[src/core/ssr_pkg.sv]
// Constants, codes and carrier types of the supply status reporting block.
// Assumes one clock domain and a command source that speaks the command codes below.
package ssr_pkg;

	// -----------------------------------------------------------------
	// Widths
	// -----------------------------------------------------------------
	localparam int OP_W = 11;
	localparam int FLT_W = 12;
	localparam int CODE_W = 4;

	// -----------------------------------------------------------------
	// Field positions
	// -----------------------------------------------------------------
	localparam int OP_BIT_CURRENT = 10;
	localparam int OP_BIT_RELAY = 9;
	localparam int OP_BIT_VOLTAGE = 8;
	localparam int FLT_BIT_POWER = 11;
	localparam int FLT_BIT_LOAD = 10;
	localparam int FLT_BIT_CONTACT = 9;
	localparam int FLT_BIT_THERMAL = 3;
	localparam int FLT_BIT_CURRENT = 1;
	localparam int FLT_BIT_VOLTAGE = 0;

	// -----------------------------------------------------------------
	// Implemented bits and reset values
	// -----------------------------------------------------------------
	localparam logic [OP_W-1:0] OP_USED = 11'h700;
	localparam logic [FLT_W-1:0] FLT_USED = 12'hE0B;
	localparam logic [OP_W-1:0] OP_RESET = 11'h000;
	localparam logic [FLT_W-1:0] FLT_RESET = 12'h000;

	// -----------------------------------------------------------------
	// Commands
	// -----------------------------------------------------------------
	typedef enum logic [CODE_W-1:0] {
		CMD_OP_COND_RD = 4'h1,
		CMD_OP_MASK_WR = 4'h2,
		CMD_OP_MASK_RD = 4'h3,
		CMD_OP_EVENT_RD = 4'h4,
		CMD_PRESET = 4'h5,
		CMD_FLT_EVENT_RD = 4'h6,
		CMD_FLT_COND_RD = 4'h7,
		CMD_FLT_MASK_WR = 4'h8,
		CMD_FLT_MASK_RD = 4'h9
	} ssr_code_t;

	// -----------------------------------------------------------------
	// Sequencer states
	// -----------------------------------------------------------------
	typedef enum logic [1:0] {
		ST_IDLE = 2'h1,
		ST_ANSWER = 2'h2
	} ssr_state_t;

	// -----------------------------------------------------------------
	// Carriers
	// -----------------------------------------------------------------
	typedef struct packed {
		logic [CODE_W-1:0] code;
		logic [FLT_W-1:0] data;
	} ssr_cmd_t;

	typedef struct packed {
		logic valid;
		logic error;
		logic [FLT_W-1:0] data;
	} ssr_resp_t;

	typedef struct packed {
		logic currentMode;
		logic relayClosed;
		logic voltageMode;
	} ssr_op_raw_t;

	typedef struct packed {
		logic inputPowerLost;
		logic loadExcessFault;
		logic contactFault;
		logic thermalFault;
		logic currentFault;
		logic outputVoltageFault;
	} ssr_flt_raw_t;

	typedef struct packed {
		ssr_state_t state;
		logic cmdReady;
		ssr_resp_t resp;
		ssr_op_raw_t opSyncA;
		ssr_op_raw_t opSyncB;
		ssr_flt_raw_t fltSyncA;
		ssr_flt_raw_t fltSyncB;
		logic [OP_W-1:0] opMask;
		logic [OP_W-1:0] opCond;
		logic [OP_W-1:0] opEvent;
		logic [FLT_W-1:0] fltMask;
		logic [FLT_W-1:0] fltCond;
		logic [FLT_W-1:0] fltEvent;
	} ssr_regs_t;

	localparam ssr_regs_t REGS_RESET = '{
		state: ST_IDLE,
		cmdReady: 1'b1,
		resp: '0,
		opSyncA: '0,
		opSyncB: '0,
		fltSyncA: '0,
		fltSyncB: '0,
		opMask: OP_RESET,
		opCond: OP_RESET,
		opEvent: OP_RESET,
		fltMask: FLT_RESET,
		fltCond: FLT_RESET,
		fltEvent: FLT_RESET
	};

endpackage : ssr_pkg

[src/core/ssr_status.sv]
// Supply status reporting: operating and fault groups, each with live
// condition, enable mask and clear-on-read change events.
// Assumes status pins arrive asynchronously and commands come on clk.
`timescale 1ns/1ps

module ssr_status
	import ssr_pkg::*;
(
	// Clock and reset
	input wire logic clk,
	input wire logic rst_b,

	// Command port
	input wire logic cmdValid,
	input wire ssr_cmd_t cmd,
	output logic cmdReady,

	// Answer port
	output ssr_resp_t resp,

	// Status pins
	input wire ssr_op_raw_t opRaw,
	input wire ssr_flt_raw_t fltRaw,

	// Live condition registers
	output logic [OP_W-1:0] opConditionLive,
	output logic [FLT_W-1:0] faultConditionLive
);

	// -----------------------------------------------------------------
	// State
	// -----------------------------------------------------------------
	ssr_regs_t st_ff;
	ssr_regs_t nxt_st;

	logic take;
	logic opClear;
	logic fltClear;
	logic [OP_W-1:0] opLive;
	logic [FLT_W-1:0] fltLive;
	logic [OP_W-1:0] opChange;
	logic [FLT_W-1:0] fltChange;

	// -----------------------------------------------------------------
	// Next state
	// -----------------------------------------------------------------
	always_comb begin
		nxt_st = st_ff;
		take = 1'b0;
		opClear = 1'b0;
		fltClear = 1'b0;
		opLive = '0;
		fltLive = '0;
		opChange = '0;
		fltChange = '0;

		// Pin synchronisers
		nxt_st.opSyncA = opRaw;
		nxt_st.opSyncB = st_ff.opSyncA;
		nxt_st.fltSyncA = fltRaw;
		nxt_st.fltSyncB = st_ff.fltSyncA;

		opLive[OP_BIT_CURRENT] = st_ff.opSyncB.currentMode;
		opLive[OP_BIT_RELAY] = st_ff.opSyncB.relayClosed;
		opLive[OP_BIT_VOLTAGE] = st_ff.opSyncB.voltageMode;

		fltLive[FLT_BIT_POWER] = st_ff.fltSyncB.inputPowerLost;
		fltLive[FLT_BIT_LOAD] = st_ff.fltSyncB.loadExcessFault;
		fltLive[FLT_BIT_CONTACT] = st_ff.fltSyncB.contactFault;
		fltLive[FLT_BIT_THERMAL] = st_ff.fltSyncB.thermalFault;
		fltLive[FLT_BIT_CURRENT] = st_ff.fltSyncB.currentFault;
		fltLive[FLT_BIT_VOLTAGE] = st_ff.fltSyncB.outputVoltageFault;

		take = cmdValid && st_ff.cmdReady;

		// Command sequencer
		case (st_ff.state)
			ST_IDLE: begin
				nxt_st.resp.valid = 1'b0;
				if (take) begin
					nxt_st.state = ST_ANSWER;
					nxt_st.cmdReady = 1'b0;
					nxt_st.resp.valid = 1'b1;
					nxt_st.resp.error = 1'b0;
					nxt_st.resp.data = '0;
					case (cmd.code)
						CMD_OP_COND_RD: begin
							nxt_st.resp.data = FLT_W'(st_ff.opCond);
						end
						CMD_OP_MASK_WR: begin
							nxt_st.opMask = cmd.data[OP_W-1:0] & OP_USED;
						end
						CMD_OP_MASK_RD: begin
							nxt_st.resp.data = FLT_W'(st_ff.opMask);
						end
						CMD_OP_EVENT_RD: begin
							nxt_st.resp.data = FLT_W'(st_ff.opEvent);
							opClear = 1'b1;
						end
						CMD_PRESET: begin
							nxt_st.opMask = OP_RESET;
							nxt_st.fltMask = FLT_RESET;
						end
						CMD_FLT_EVENT_RD: begin
							nxt_st.resp.data = st_ff.fltEvent;
							fltClear = 1'b1;
						end
						CMD_FLT_COND_RD: begin
							nxt_st.resp.data = st_ff.fltCond;
						end
						CMD_FLT_MASK_WR: begin
							nxt_st.fltMask = cmd.data & FLT_USED;
						end
						CMD_FLT_MASK_RD: begin
							nxt_st.resp.data = st_ff.fltMask;
						end
						default: begin
							nxt_st.resp.error = 1'b1;
						end
					endcase
				end
			end
			ST_ANSWER: begin
				// Answer stands one cycle
				nxt_st.state = ST_IDLE;
				nxt_st.cmdReady = 1'b1;
				nxt_st.resp.valid = 1'b0;
			end
			default: begin
				nxt_st.state = ST_IDLE;
				nxt_st.cmdReady = 1'b1;
				nxt_st.resp.valid = 1'b0;
			end
		endcase

		nxt_st.opCond = opLive & nxt_st.opMask;
		nxt_st.fltCond = fltLive & nxt_st.fltMask;

		opChange = nxt_st.opCond ^ st_ff.opCond;
		fltChange = nxt_st.fltCond ^ st_ff.fltCond;

		if (opClear) begin
			nxt_st.opEvent = opChange;
		end else begin
			nxt_st.opEvent = st_ff.opEvent | opChange;
		end

		if (fltClear) begin
			nxt_st.fltEvent = fltChange;
		end else begin
			nxt_st.fltEvent = st_ff.fltEvent | fltChange;
		end
	end

	// -----------------------------------------------------------------
	// Registers
	// -----------------------------------------------------------------
	always_ff @(posedge clk or negedge rst_b) begin
		if (!rst_b) begin
			st_ff <= REGS_RESET;
		end else begin
			st_ff <= nxt_st;
		end
	end

	// -----------------------------------------------------------------
	// Outputs
	// -----------------------------------------------------------------
	assign cmdReady = st_ff.cmdReady;
	assign resp = st_ff.resp;
	assign opConditionLive = st_ff.opCond;
	assign faultConditionLive = st_ff.fltCond;

endmodule : ssr_status

[config.mk]
export PLATFORM = sky130hd
export DESIGN_NAME = ssr_status
export DESIGN_NICKNAME = d
export VERILOG_FILES = /design/src/core/ssr_pkg.sv /design/src/core/ssr_status.sv
export SDC_FILE = /design/constraint.sdc
export NUM_CORES = 1
export LEC_CHECK = 0
export ABC_AREA = 1
export BUFFER_PORTS_ARGS = -buffer_cell sky130_fd_sc_hd__buf_2
export CORE_MARGIN = 4
export CORE_UTILIZATION = 45
export DETAILED_ROUTE_END_ITERATION = 10
export HOLD_SLACK_MARGIN = 0.15
export MAX_ROUTING_LAYER = met4
export PLACE_DENSITY = 0.72
export SLEW_MARGIN = 20
export SYNTH_ARGS = -nofsm -noshare
export SYNTH_HDL_FRONTEND = slang
export SYNTH_SLANG_ARGS = --single-unit
[constraint.sdc]
create_clock -name clk -period 1.3 [get_ports clk]
set_input_delay 0.26 -clock clk [delete_from_list [all_inputs] [get_ports clk]]
set_output_delay 0.26 -clock clk [all_outputs]
set_load 0.02 [all_outputs]
After elaboration in Yosys (flattened, before gate mapping). Cells that the tools add are included. W data, S select, Z words.

Memory bits (writable): 0. Register bits after elaboration: 104. Word-level logic and storage cells: 67. ROM bits: 0. Memories kept: 0. Output and inout bits: 38. Bits in latches: 0.

$add $sub $neg: 0. $mul: 0. Reductions and logical operators: 3. Shifts and indexed selects: 0. Eq/ne operators: 11. Div/mod/pow operators: 0. $lt $le $gt $ge: 0. Bitwise gates (word level): 6. Multiplexer cells: 18.

Operators by type and width (count): $pmux W12 S6 (1); $mux W12 (3); $mux W11 (3); $pmux W12 S2 (1); $pmux W11 S2 (1); $mux W17 (1); $eq A4 B3 Y1 const B (4); $and A12 B12 Y12 (1); $or A12 B12 Y12 (1); $xor A12 B12 Y12 (1); $and A11 B11 Y11 (1); $or A11 B11 Y11 (1); $xor A11 B11 Y11 (1); $reduce_or A9 Y1 (1); $eq A4 B2 Y1 const B (2); $eq A4 B4 Y1 const B (2); $mux W1 (7); $eq A4 B1 Y1 const B (1); $mux W4 (1); $eq A2 B1 Y1 const B (1); $ne A2 B2 Y1 const B (1); $reduce_and A2 Y1 (1); $logic_and A1 B1 Y1 (1).

Logic depth before layout (Yosys ltp). Gate-level depths: netlist (run 1).

Word-level depth: 8. Depth in mapped cells: 10.

Worst setup path before layout (run 1). OpenSTA, ideal clock, no wires.

Kind: register to register. Start point: register st_ff[102] in the netlist's numbering. End point: register st_ff[46] in the netlist's numbering. Cell stages (with the launch flop): 8. Required time: 1176 ps. Slack: -38 ps. Arrival: 1213 ps. Buffers on the path: 0. Cell sequence: dfstp_2 > nand3_2 > inv_2 > nand2_1 > nand2_1 > nand2_2 > nand3_1 > nand3_1.

RTL lines: start, declared (line ssr_status.sv:33) `ssr_regs_t st_ff;`; start signal, assigned (line ssr_status.sv:162) `st_ff <= nxt_st;`.

==> flow_summary_export.csv, run 1 <==
group,metric,value,unit
status,status,"finished, violations left",
status,violations,"setup timing",
detailed_routing,vias,1846,
hold_path,holdPathEnd,"st_ff[35]",
cts,h-tree-depth,3,
timing,setup_slack,-0.03480,ns
setup_path,cp-start-kind,"flip-flop",
setup_path,crit_fanout,5,
floorplan,chipWidth,83.94,um
synth,synthSimpleGateAreaFrac,27.92,%
synth,yosys.area_share.adder,0,%
setup_path,worstPathArrival,1.55,ns
timing,final.setup.tns,-0.08316,ns
final_layout,finalNetCount,369,
setup_path,cp-startpoint,"st_ff[102]",
run,maxCapViolations,0,
detailed_routing,drt-wirelength-per-cell,11.73,um
cts,clockBufferDepth,2,
detailed_routing,first_pass_iters,4,
power_and_ir_drop,clockPowerShare,35.1,%
timing,fin_crit_sh,102.7,%
placement,place_hpwl,3506,um
setup_path,crit_required,1.52,ns
global_routing,grt_max_degree,58,
final_layout,diodes,0,
final_layout,drive_gt1_share,31.40,%
power_and_ir_drop,power_frac_comb,17.0,%
hold_path,min_path_cells,3,
placement,place.gp.congestion,0.8678,
power_and_ir_drop,intPower,3.172,mW
floorplan,dieArea,7046,um^2
synth,ys_warn_count,0,
timing,fin_skew,0.005411,ns
synth,synth-seq-cells,57,
global_routing,grt_pass1_wl,8280,um
synth,avgSynthCellArea,8.887,um^2
cts,cts_tree,"done",
setup_path,path_class,"reg2reg",
setup_path,slowest_delay,0.55,ns
cts,clock_latency,0.33,ns
timing,fin_crit,1.335,ns
timing,whs,0.1801,ns
global_routing,grt_pass1_vias,1802,
synth,synth_most_common_cell,"nand2_1",
hold_path,hold_class,"in2reg",
floorplan,rows,27,
setup_path,cp.depth,7,
setup_path,cpLargestDelayFamily,"simple AND/OR/NAND/NOR gates",
detailed_routing,route.detailed.drc,0,
floorplan,initial_core_util,46.84,%
placement,port_buffers,46,
setup_path,reg2reg_from,"st_ff[102]",
synth,syn-cell-area,2595,um^2
setup_path,timing.critical_path.buf_inv,0,
cts,numCtsBuffers,9,
floorplan,dieHeight,83.94,um
synth,synth_compound_area_share,1.398,%
timing,finalSetupViolCount,6,
synth,synth_xor_area_share,0,%
synth,synth_top_cell_area_share,54.00,%
power_and_ir_drop,p_per_area,1450,nW/um^2
setup_path,crit-reg2reg-capture,"st_ff[1]",
setup_path,path_cells,"nand3_4, nor2_4, nand2_1, nand2_2, nand2_2, nand2_1, nand3_2",
setup_path,worst_setup_path_end_kind,"flip-flop",
floorplan,core_area,5540,um^2
hold_path,min-delay-start,"cmd[11]",
global_routing,gr-total-overflow,0,
synth,netlist_top_cells_count,"nand2_1, dfrtp_1, buf_4",
power_and_ir_drop,switching_power,1.278,mW
cts,cts_root_buffer,"clkbuf_8",
timing,slew_viol_final,0,
synth,ys_types,20,
timing,rsz0062_at_grt,"yes",
synth,synth.area.top_cells,"dfrtp_1, nand2_1, buf_4, nand2_2, nand3_1",
synth,yosysTopAreaCell,"dfrtp_1",
synth,yosysSeqAreaShare,55.01,%
synth,async_flop_share,100.0,%
setup_path,crit_slowest_cell,"dfstp_2",
final_layout,area_growth,18.27,%
power_and_ir_drop,swShare,28.71,%
cts,clk_pin_slew,0.06,ns
power_and_ir_drop,ir_worst_vdd,0.7341,mV
setup_path,r2r_cells,7,
cts,cts_sinks,57,
timing,clock.fmax,749.2,MHz
global_routing,grtUsageTotal,15.56,%
detailed_routing,wl,4880,um
synth,synthMuxAreaShare,0,%
floorplan,pin_count,66,
timing,hold_viol,0,
detailed_routing,ant_nets,0,
synth,ys.flop_type,"dfrtp_1",
synth,synth-edff-count,0,
synth,netlist_instances,292,
global_routing,antenna_found_initial,0,
detailed_routing,via_per_inst,4.438,
synth,synth_top_family_by_area,"simple AND/OR/NAND/NOR gates",
detailed_routing,drt-initial-drc-count,100,
power_and_ir_drop,seq_power_share,47.9,%
setup_path,r2r_slack,-0.03,ns
power_and_ir_drop,p_leak,1.704,nW
## power by group through the flow
stage / logic, mW / registers (mW) / clock network (mW)
2_1_floorplan: 0.604 / 2.13 / 0
3_3_place_gp: 0.690 / 2.14 / 0
3_5_place_dp: 0.717 / 2.16 / 0
4_1_cts: 0.751 / 2.13 / 1.61
5_1_grt: 0.849 / 2.16 / 1.69
6_report: 0.757 / 2.13 / 1.56
## how the worst max path moves through the flow
stage | slack [ns] | to
2_1_floorplan | 0.02 | st_ff[46]
3_3_place_gp | 0.02 | st_ff[46]
3_5_place_dp | -0.03 | st_ff[1]
4_1_cts | -0.03 | cmdReady
5_1_grt | -0.12 | st_ff[1]
6_report | -0.03 | st_ff[1]
## flip-flops by register name, indices dropped and copies added, names as in the netlist
signal,count
fltLive,6
opLive,3
faultConditionLive,6
nxt_st,9
opConditionLive,3
st_ff,20
resp,10
## stage by stage
step | total power, mW | util (%) | cells | area, um^2 | setup WS (ns)
6_report | 4.449 | 55.40 | 416 | 3069 | -0.03480
3_5_place_dp | 2.872 | 49.55 | 390 | 2745 | -0.03174
4_1_cts | 4.491 | 54.97 | 415 | 3045 | -0.03069
5_1_grt | 4.700 | 55.40 | 416 | 3069 | -0.1221
2_1_floorplan | 2.731 | - | 305 | 2654 | 0.02451
3_3_place_gp | 2.833 | 49.55 | 390 | 2745 | 0.02416
## layout make-up
cell class                 count  area [um^2]
clock buffer                  10        137.6
timing repair buffer          64        406.6
tap                           72        90.09
clock inverter                 4        45.04
inverter                      31        123.9
sequential                    57         1428
multi-input combinational    178        838.3
fill                         515         2471
## layout by cell type, fill, tap and decap left out, types with 2 or more instances in the layout
cell and n:
clkinv_2 3, nand2_1 89, inv_1 27, dfrtp_1 56, buf_2 46, nor2_1 9, conb_1 14, a21oi_1 4
inv_2 3, clkbuf_8 10, nand2_2 26, nand3_1 24, dlygate4sd3_1 10, buf_4 6, nand3_2 4, nor2_2 2
## worst reg2reg max path: cells and delay by family (launching register included)
| kind | cells | cell delay, ns |
|---|---|---|
| and+or+nand+nor | 7 | 0.67 |
| DFF | 1 | 0.55 |
## logic make-up after synthesis
logic type | Yosys count
compound gates | 6
flops | 57
other cells | 1
buf+inv | 70
simple gates | 158
## routing by layer
| metal | track usage (%) | routed length (um) | vias to the layer above |
|---|---|---|---|
| met5 | - | 0 | - |
| met4 | 8.626 | 82 | 0 |
| met3 | 5.035 | 317 | 8 |
| met2 | 22.63 | 2297 | 60 |
| met1 | 19.11 | 2182 | 842 |
| li1 | - | - | 936 |
## timing repair
action                     in CTS  in global routing
gates resized for setup         4                  5
gates cloned                    0                  0
hold endpoints to repair       65                  0
hold buffers                   10                  0
pin swaps                       5                  1
setup endpoints to repair      10                 20
buffers inserted                1                  1
No activity file was read; power rests on OpenSTA's default activity.
==> run 2: changes to the inputs <==
--- a/config.mk
+++ b/config.mk
@@ -6,7 +6,7 @@
 export NUM_CORES = 1
 export LEC_CHECK = 0
 export ABC_AREA = 1
-export BUFFER_PORTS_ARGS = -buffer_cell sky130_fd_sc_hd__buf_2
+export BUFFER_PORTS_ARGS = -buffer_cell sky130_fd_sc_hd__buf_4
 export CORE_MARGIN = 4
 export CORE_UTILIZATION = 45
 export DETAILED_ROUTE_END_ITERATION = 10
==> flow_summary_export.csv, run 2 (synthesis gave the netlist of run 1 again) <==
group,metric,value,unit
final_layout,largest_register_ffs,20,
timing,clock.fmax,745.2,MHz
detailed_routing,drt-initial-drc-count,99,
detailed_routing,vias,1871,
global_routing,grt_pass1_wl,8666,um
power_and_ir_drop,p_leak,1.730,nW
detailed_routing,wl,4970,um
setup_path,crit_required,1.52,ns
cts,post-cts-setup-buffers,0,
setup_path,reg2reg_from,"st_ff[102]",
power_and_ir_drop,p_total,4.553,mW
timing,finalSetupViolCount,5,
cts,cts_root_buffer,"clkbuf_8",
floorplan,dieHeight,83.94,um
floorplan,initial_core_util,46.84,%
detailed_routing,route.detailed.drc,0,
hold_path,holdPathEnd,"st_ff[27]",
placement,port_buffers,46,
setup_path,worst_setup_path_end_kind,"flip-flop",
global_routing,grt_pass1_vias,1884,
status,violations,"setup timing",
detailed_routing,via_per_inst,4.465,
global_routing,grtUsageTotal,16.38,%
setup_path,cp-start-kind,"flip-flop",
timing,hold_viol,0,
detailed_routing,drt-wirelength-per-cell,11.86,um
floorplan,dieArea,7046,um^2
cts,clockBufferDepth,2,
timing,slew_viol_final,0,
timing,rsz0062_at_grt,"yes",
timing,fin_crit_sh,103.2,%
final_layout,drive_gt1_share,31.70,%
placement,place_hpwl,3572,um
timing,final.setup.tns,-0.09398,ns
floorplan,rows,27,
timing,fin_crit,1.342,ns
power_and_ir_drop,p_per_area,1417,nW/um^2
hold_path,min-delay-start,"cmd[3]",
floorplan,pin_count,66,
cts,clock_latency,0.34,ns
final_layout,final_cell_mix,"nand2_1, dfrtp_1, buf_4",
final_layout,finalNetCount,370,
cts,clk_pin_slew,0.07,ns
detailed_routing,ant_nets,0,
setup_path,crit_fanout,5,
floorplan,chipWidth,83.94,um
global_routing,grt_max_degree,36,
detailed_routing,first_pass_iters,4,
power_and_ir_drop,ir_worst_vdd,0.6600,mV
global_routing,gr-total-overflow,0,
setup_path,path_class,"reg2reg",
setup_path,crit-reg2reg-capture,"st_ff[1]",
hold_path,hold_class,"in2reg",
setup_path,r2r_cells,7,
setup_path,r2r_slack,-0.04,ns
timing,setup_slack,-0.04197,ns
status,status,"finished, violations left",
timing,fin_skew,0.006180,ns
cts,numCtsBuffers,9,
cts,cts_tree,"done",
run,maxCapViolations,0,
cts,cts_sinks,57,
final_layout,mostFrequentLayoutCell,"nand2_1",
floorplan,core_area,5540,um^2
final_layout,regMostFlops,"st_ff",
final_layout,nFillCells,503,
hold_path,min_path_cells,3,
cts,h-tree-depth,3,
setup_path,worstPathArrival,1.56,ns
placement,place.gp.congestion,0.8779,
global_routing,antenna_found_initial,0,
final_layout,diodes,0,
final_layout,area_growth,23.87,%
==> run 2: changes by cell type in the layout (fill, tap and decap cells not counted), sizes merged <==
cell	previous run	this run
buf	54	52
clkbuf	10	9
clkinv	3	4
clkinvlp	0	1
dlygate4sd3	10	13
inv	31	32
==> run 2: area by class of cell <==
class	instances	area [um^2]	share of cell area, %
Timing Repair Buffer	65	533.0	16.58
Inverter	31	123.9	3.854
Clock inverter	7	70.07	2.180
Sequential cell	57	1428	44.41
Clock buffer	9	123.9	3.854
Multi-Input combinational cell	178	845.8	26.31
Tap cell	72	90.09	2.803
==> run 2: stage by stage <==
step	std cells	setup slack, ns	util, %	hold slack (ns)	area, um^2
floorplan	305	0.02451	-	-0.03559	2654
global placement	390	0.02104	51.63	0.1789	2860
detailed placement	390	-0.05788	51.63	0.1816	2860
CTS	418	-0.03938	57.48	0.1539	3184
global route	419	-0.1192	58.02	0.1683	3214
finish	419	-0.04197	58.02	0.1757	3214
==> run 2: power breakdown <==
| group | internal [mW] | leakage, nW | total [mW] | switching, mW |
|---|---|---|---|---|
| Sequential | 1.99 | 0.692 | 2.13 | 0.134 |
| Clock | 0.882 | 0.0994 | 1.61 | 0.727 |
| Combinational | 0.329 | 0.939 | 0.817 | 0.487 |
==> run 2: worst max path at each step <==
stage,start,end,slack [ns],cells past startpoint
floorplan,st_ff[102],st_ff[46],0.02,7
global placement,st_ff[102],st_ff[44],0.02,7
detailed placement,st_ff[102],st_ff[1],-0.06,7
CTS,st_ff[102],st_ff[1],-0.04,7
global route,st_ff[102],st_ff[11],-0.12,7
finish,st_ff[102],st_ff[1],-0.04,7
==> run 2: what timing repair did <==
item | CTS | global route
resized for setup | 4 | 6
pin swaps | 10 | 0
hold endpoints to repair | 68 | 1
setup endpoints to repair | 9 | 18
hold buffers | 12 | 1
==> run 2: critical path, stage by stage (launching register included) <==
cell,delay [ns]
dfstp_2,0.56
nand3_4,0.13
nor2_4,0.17
nand2_1,0.09
nand2_2,0.09
nand2_2,0.06
nand2_2,0.06
nand3_2,0.06
==> run 2: per-layer routing <==
metal	GRT usage (%)	part of all wire [%]	vias up
met4	7.456	1.7	0
met1	19.40	43	863
li1	-	-	942
met5	-	0	-
met2	24.95	48	58
met3	6.022	7.2	8
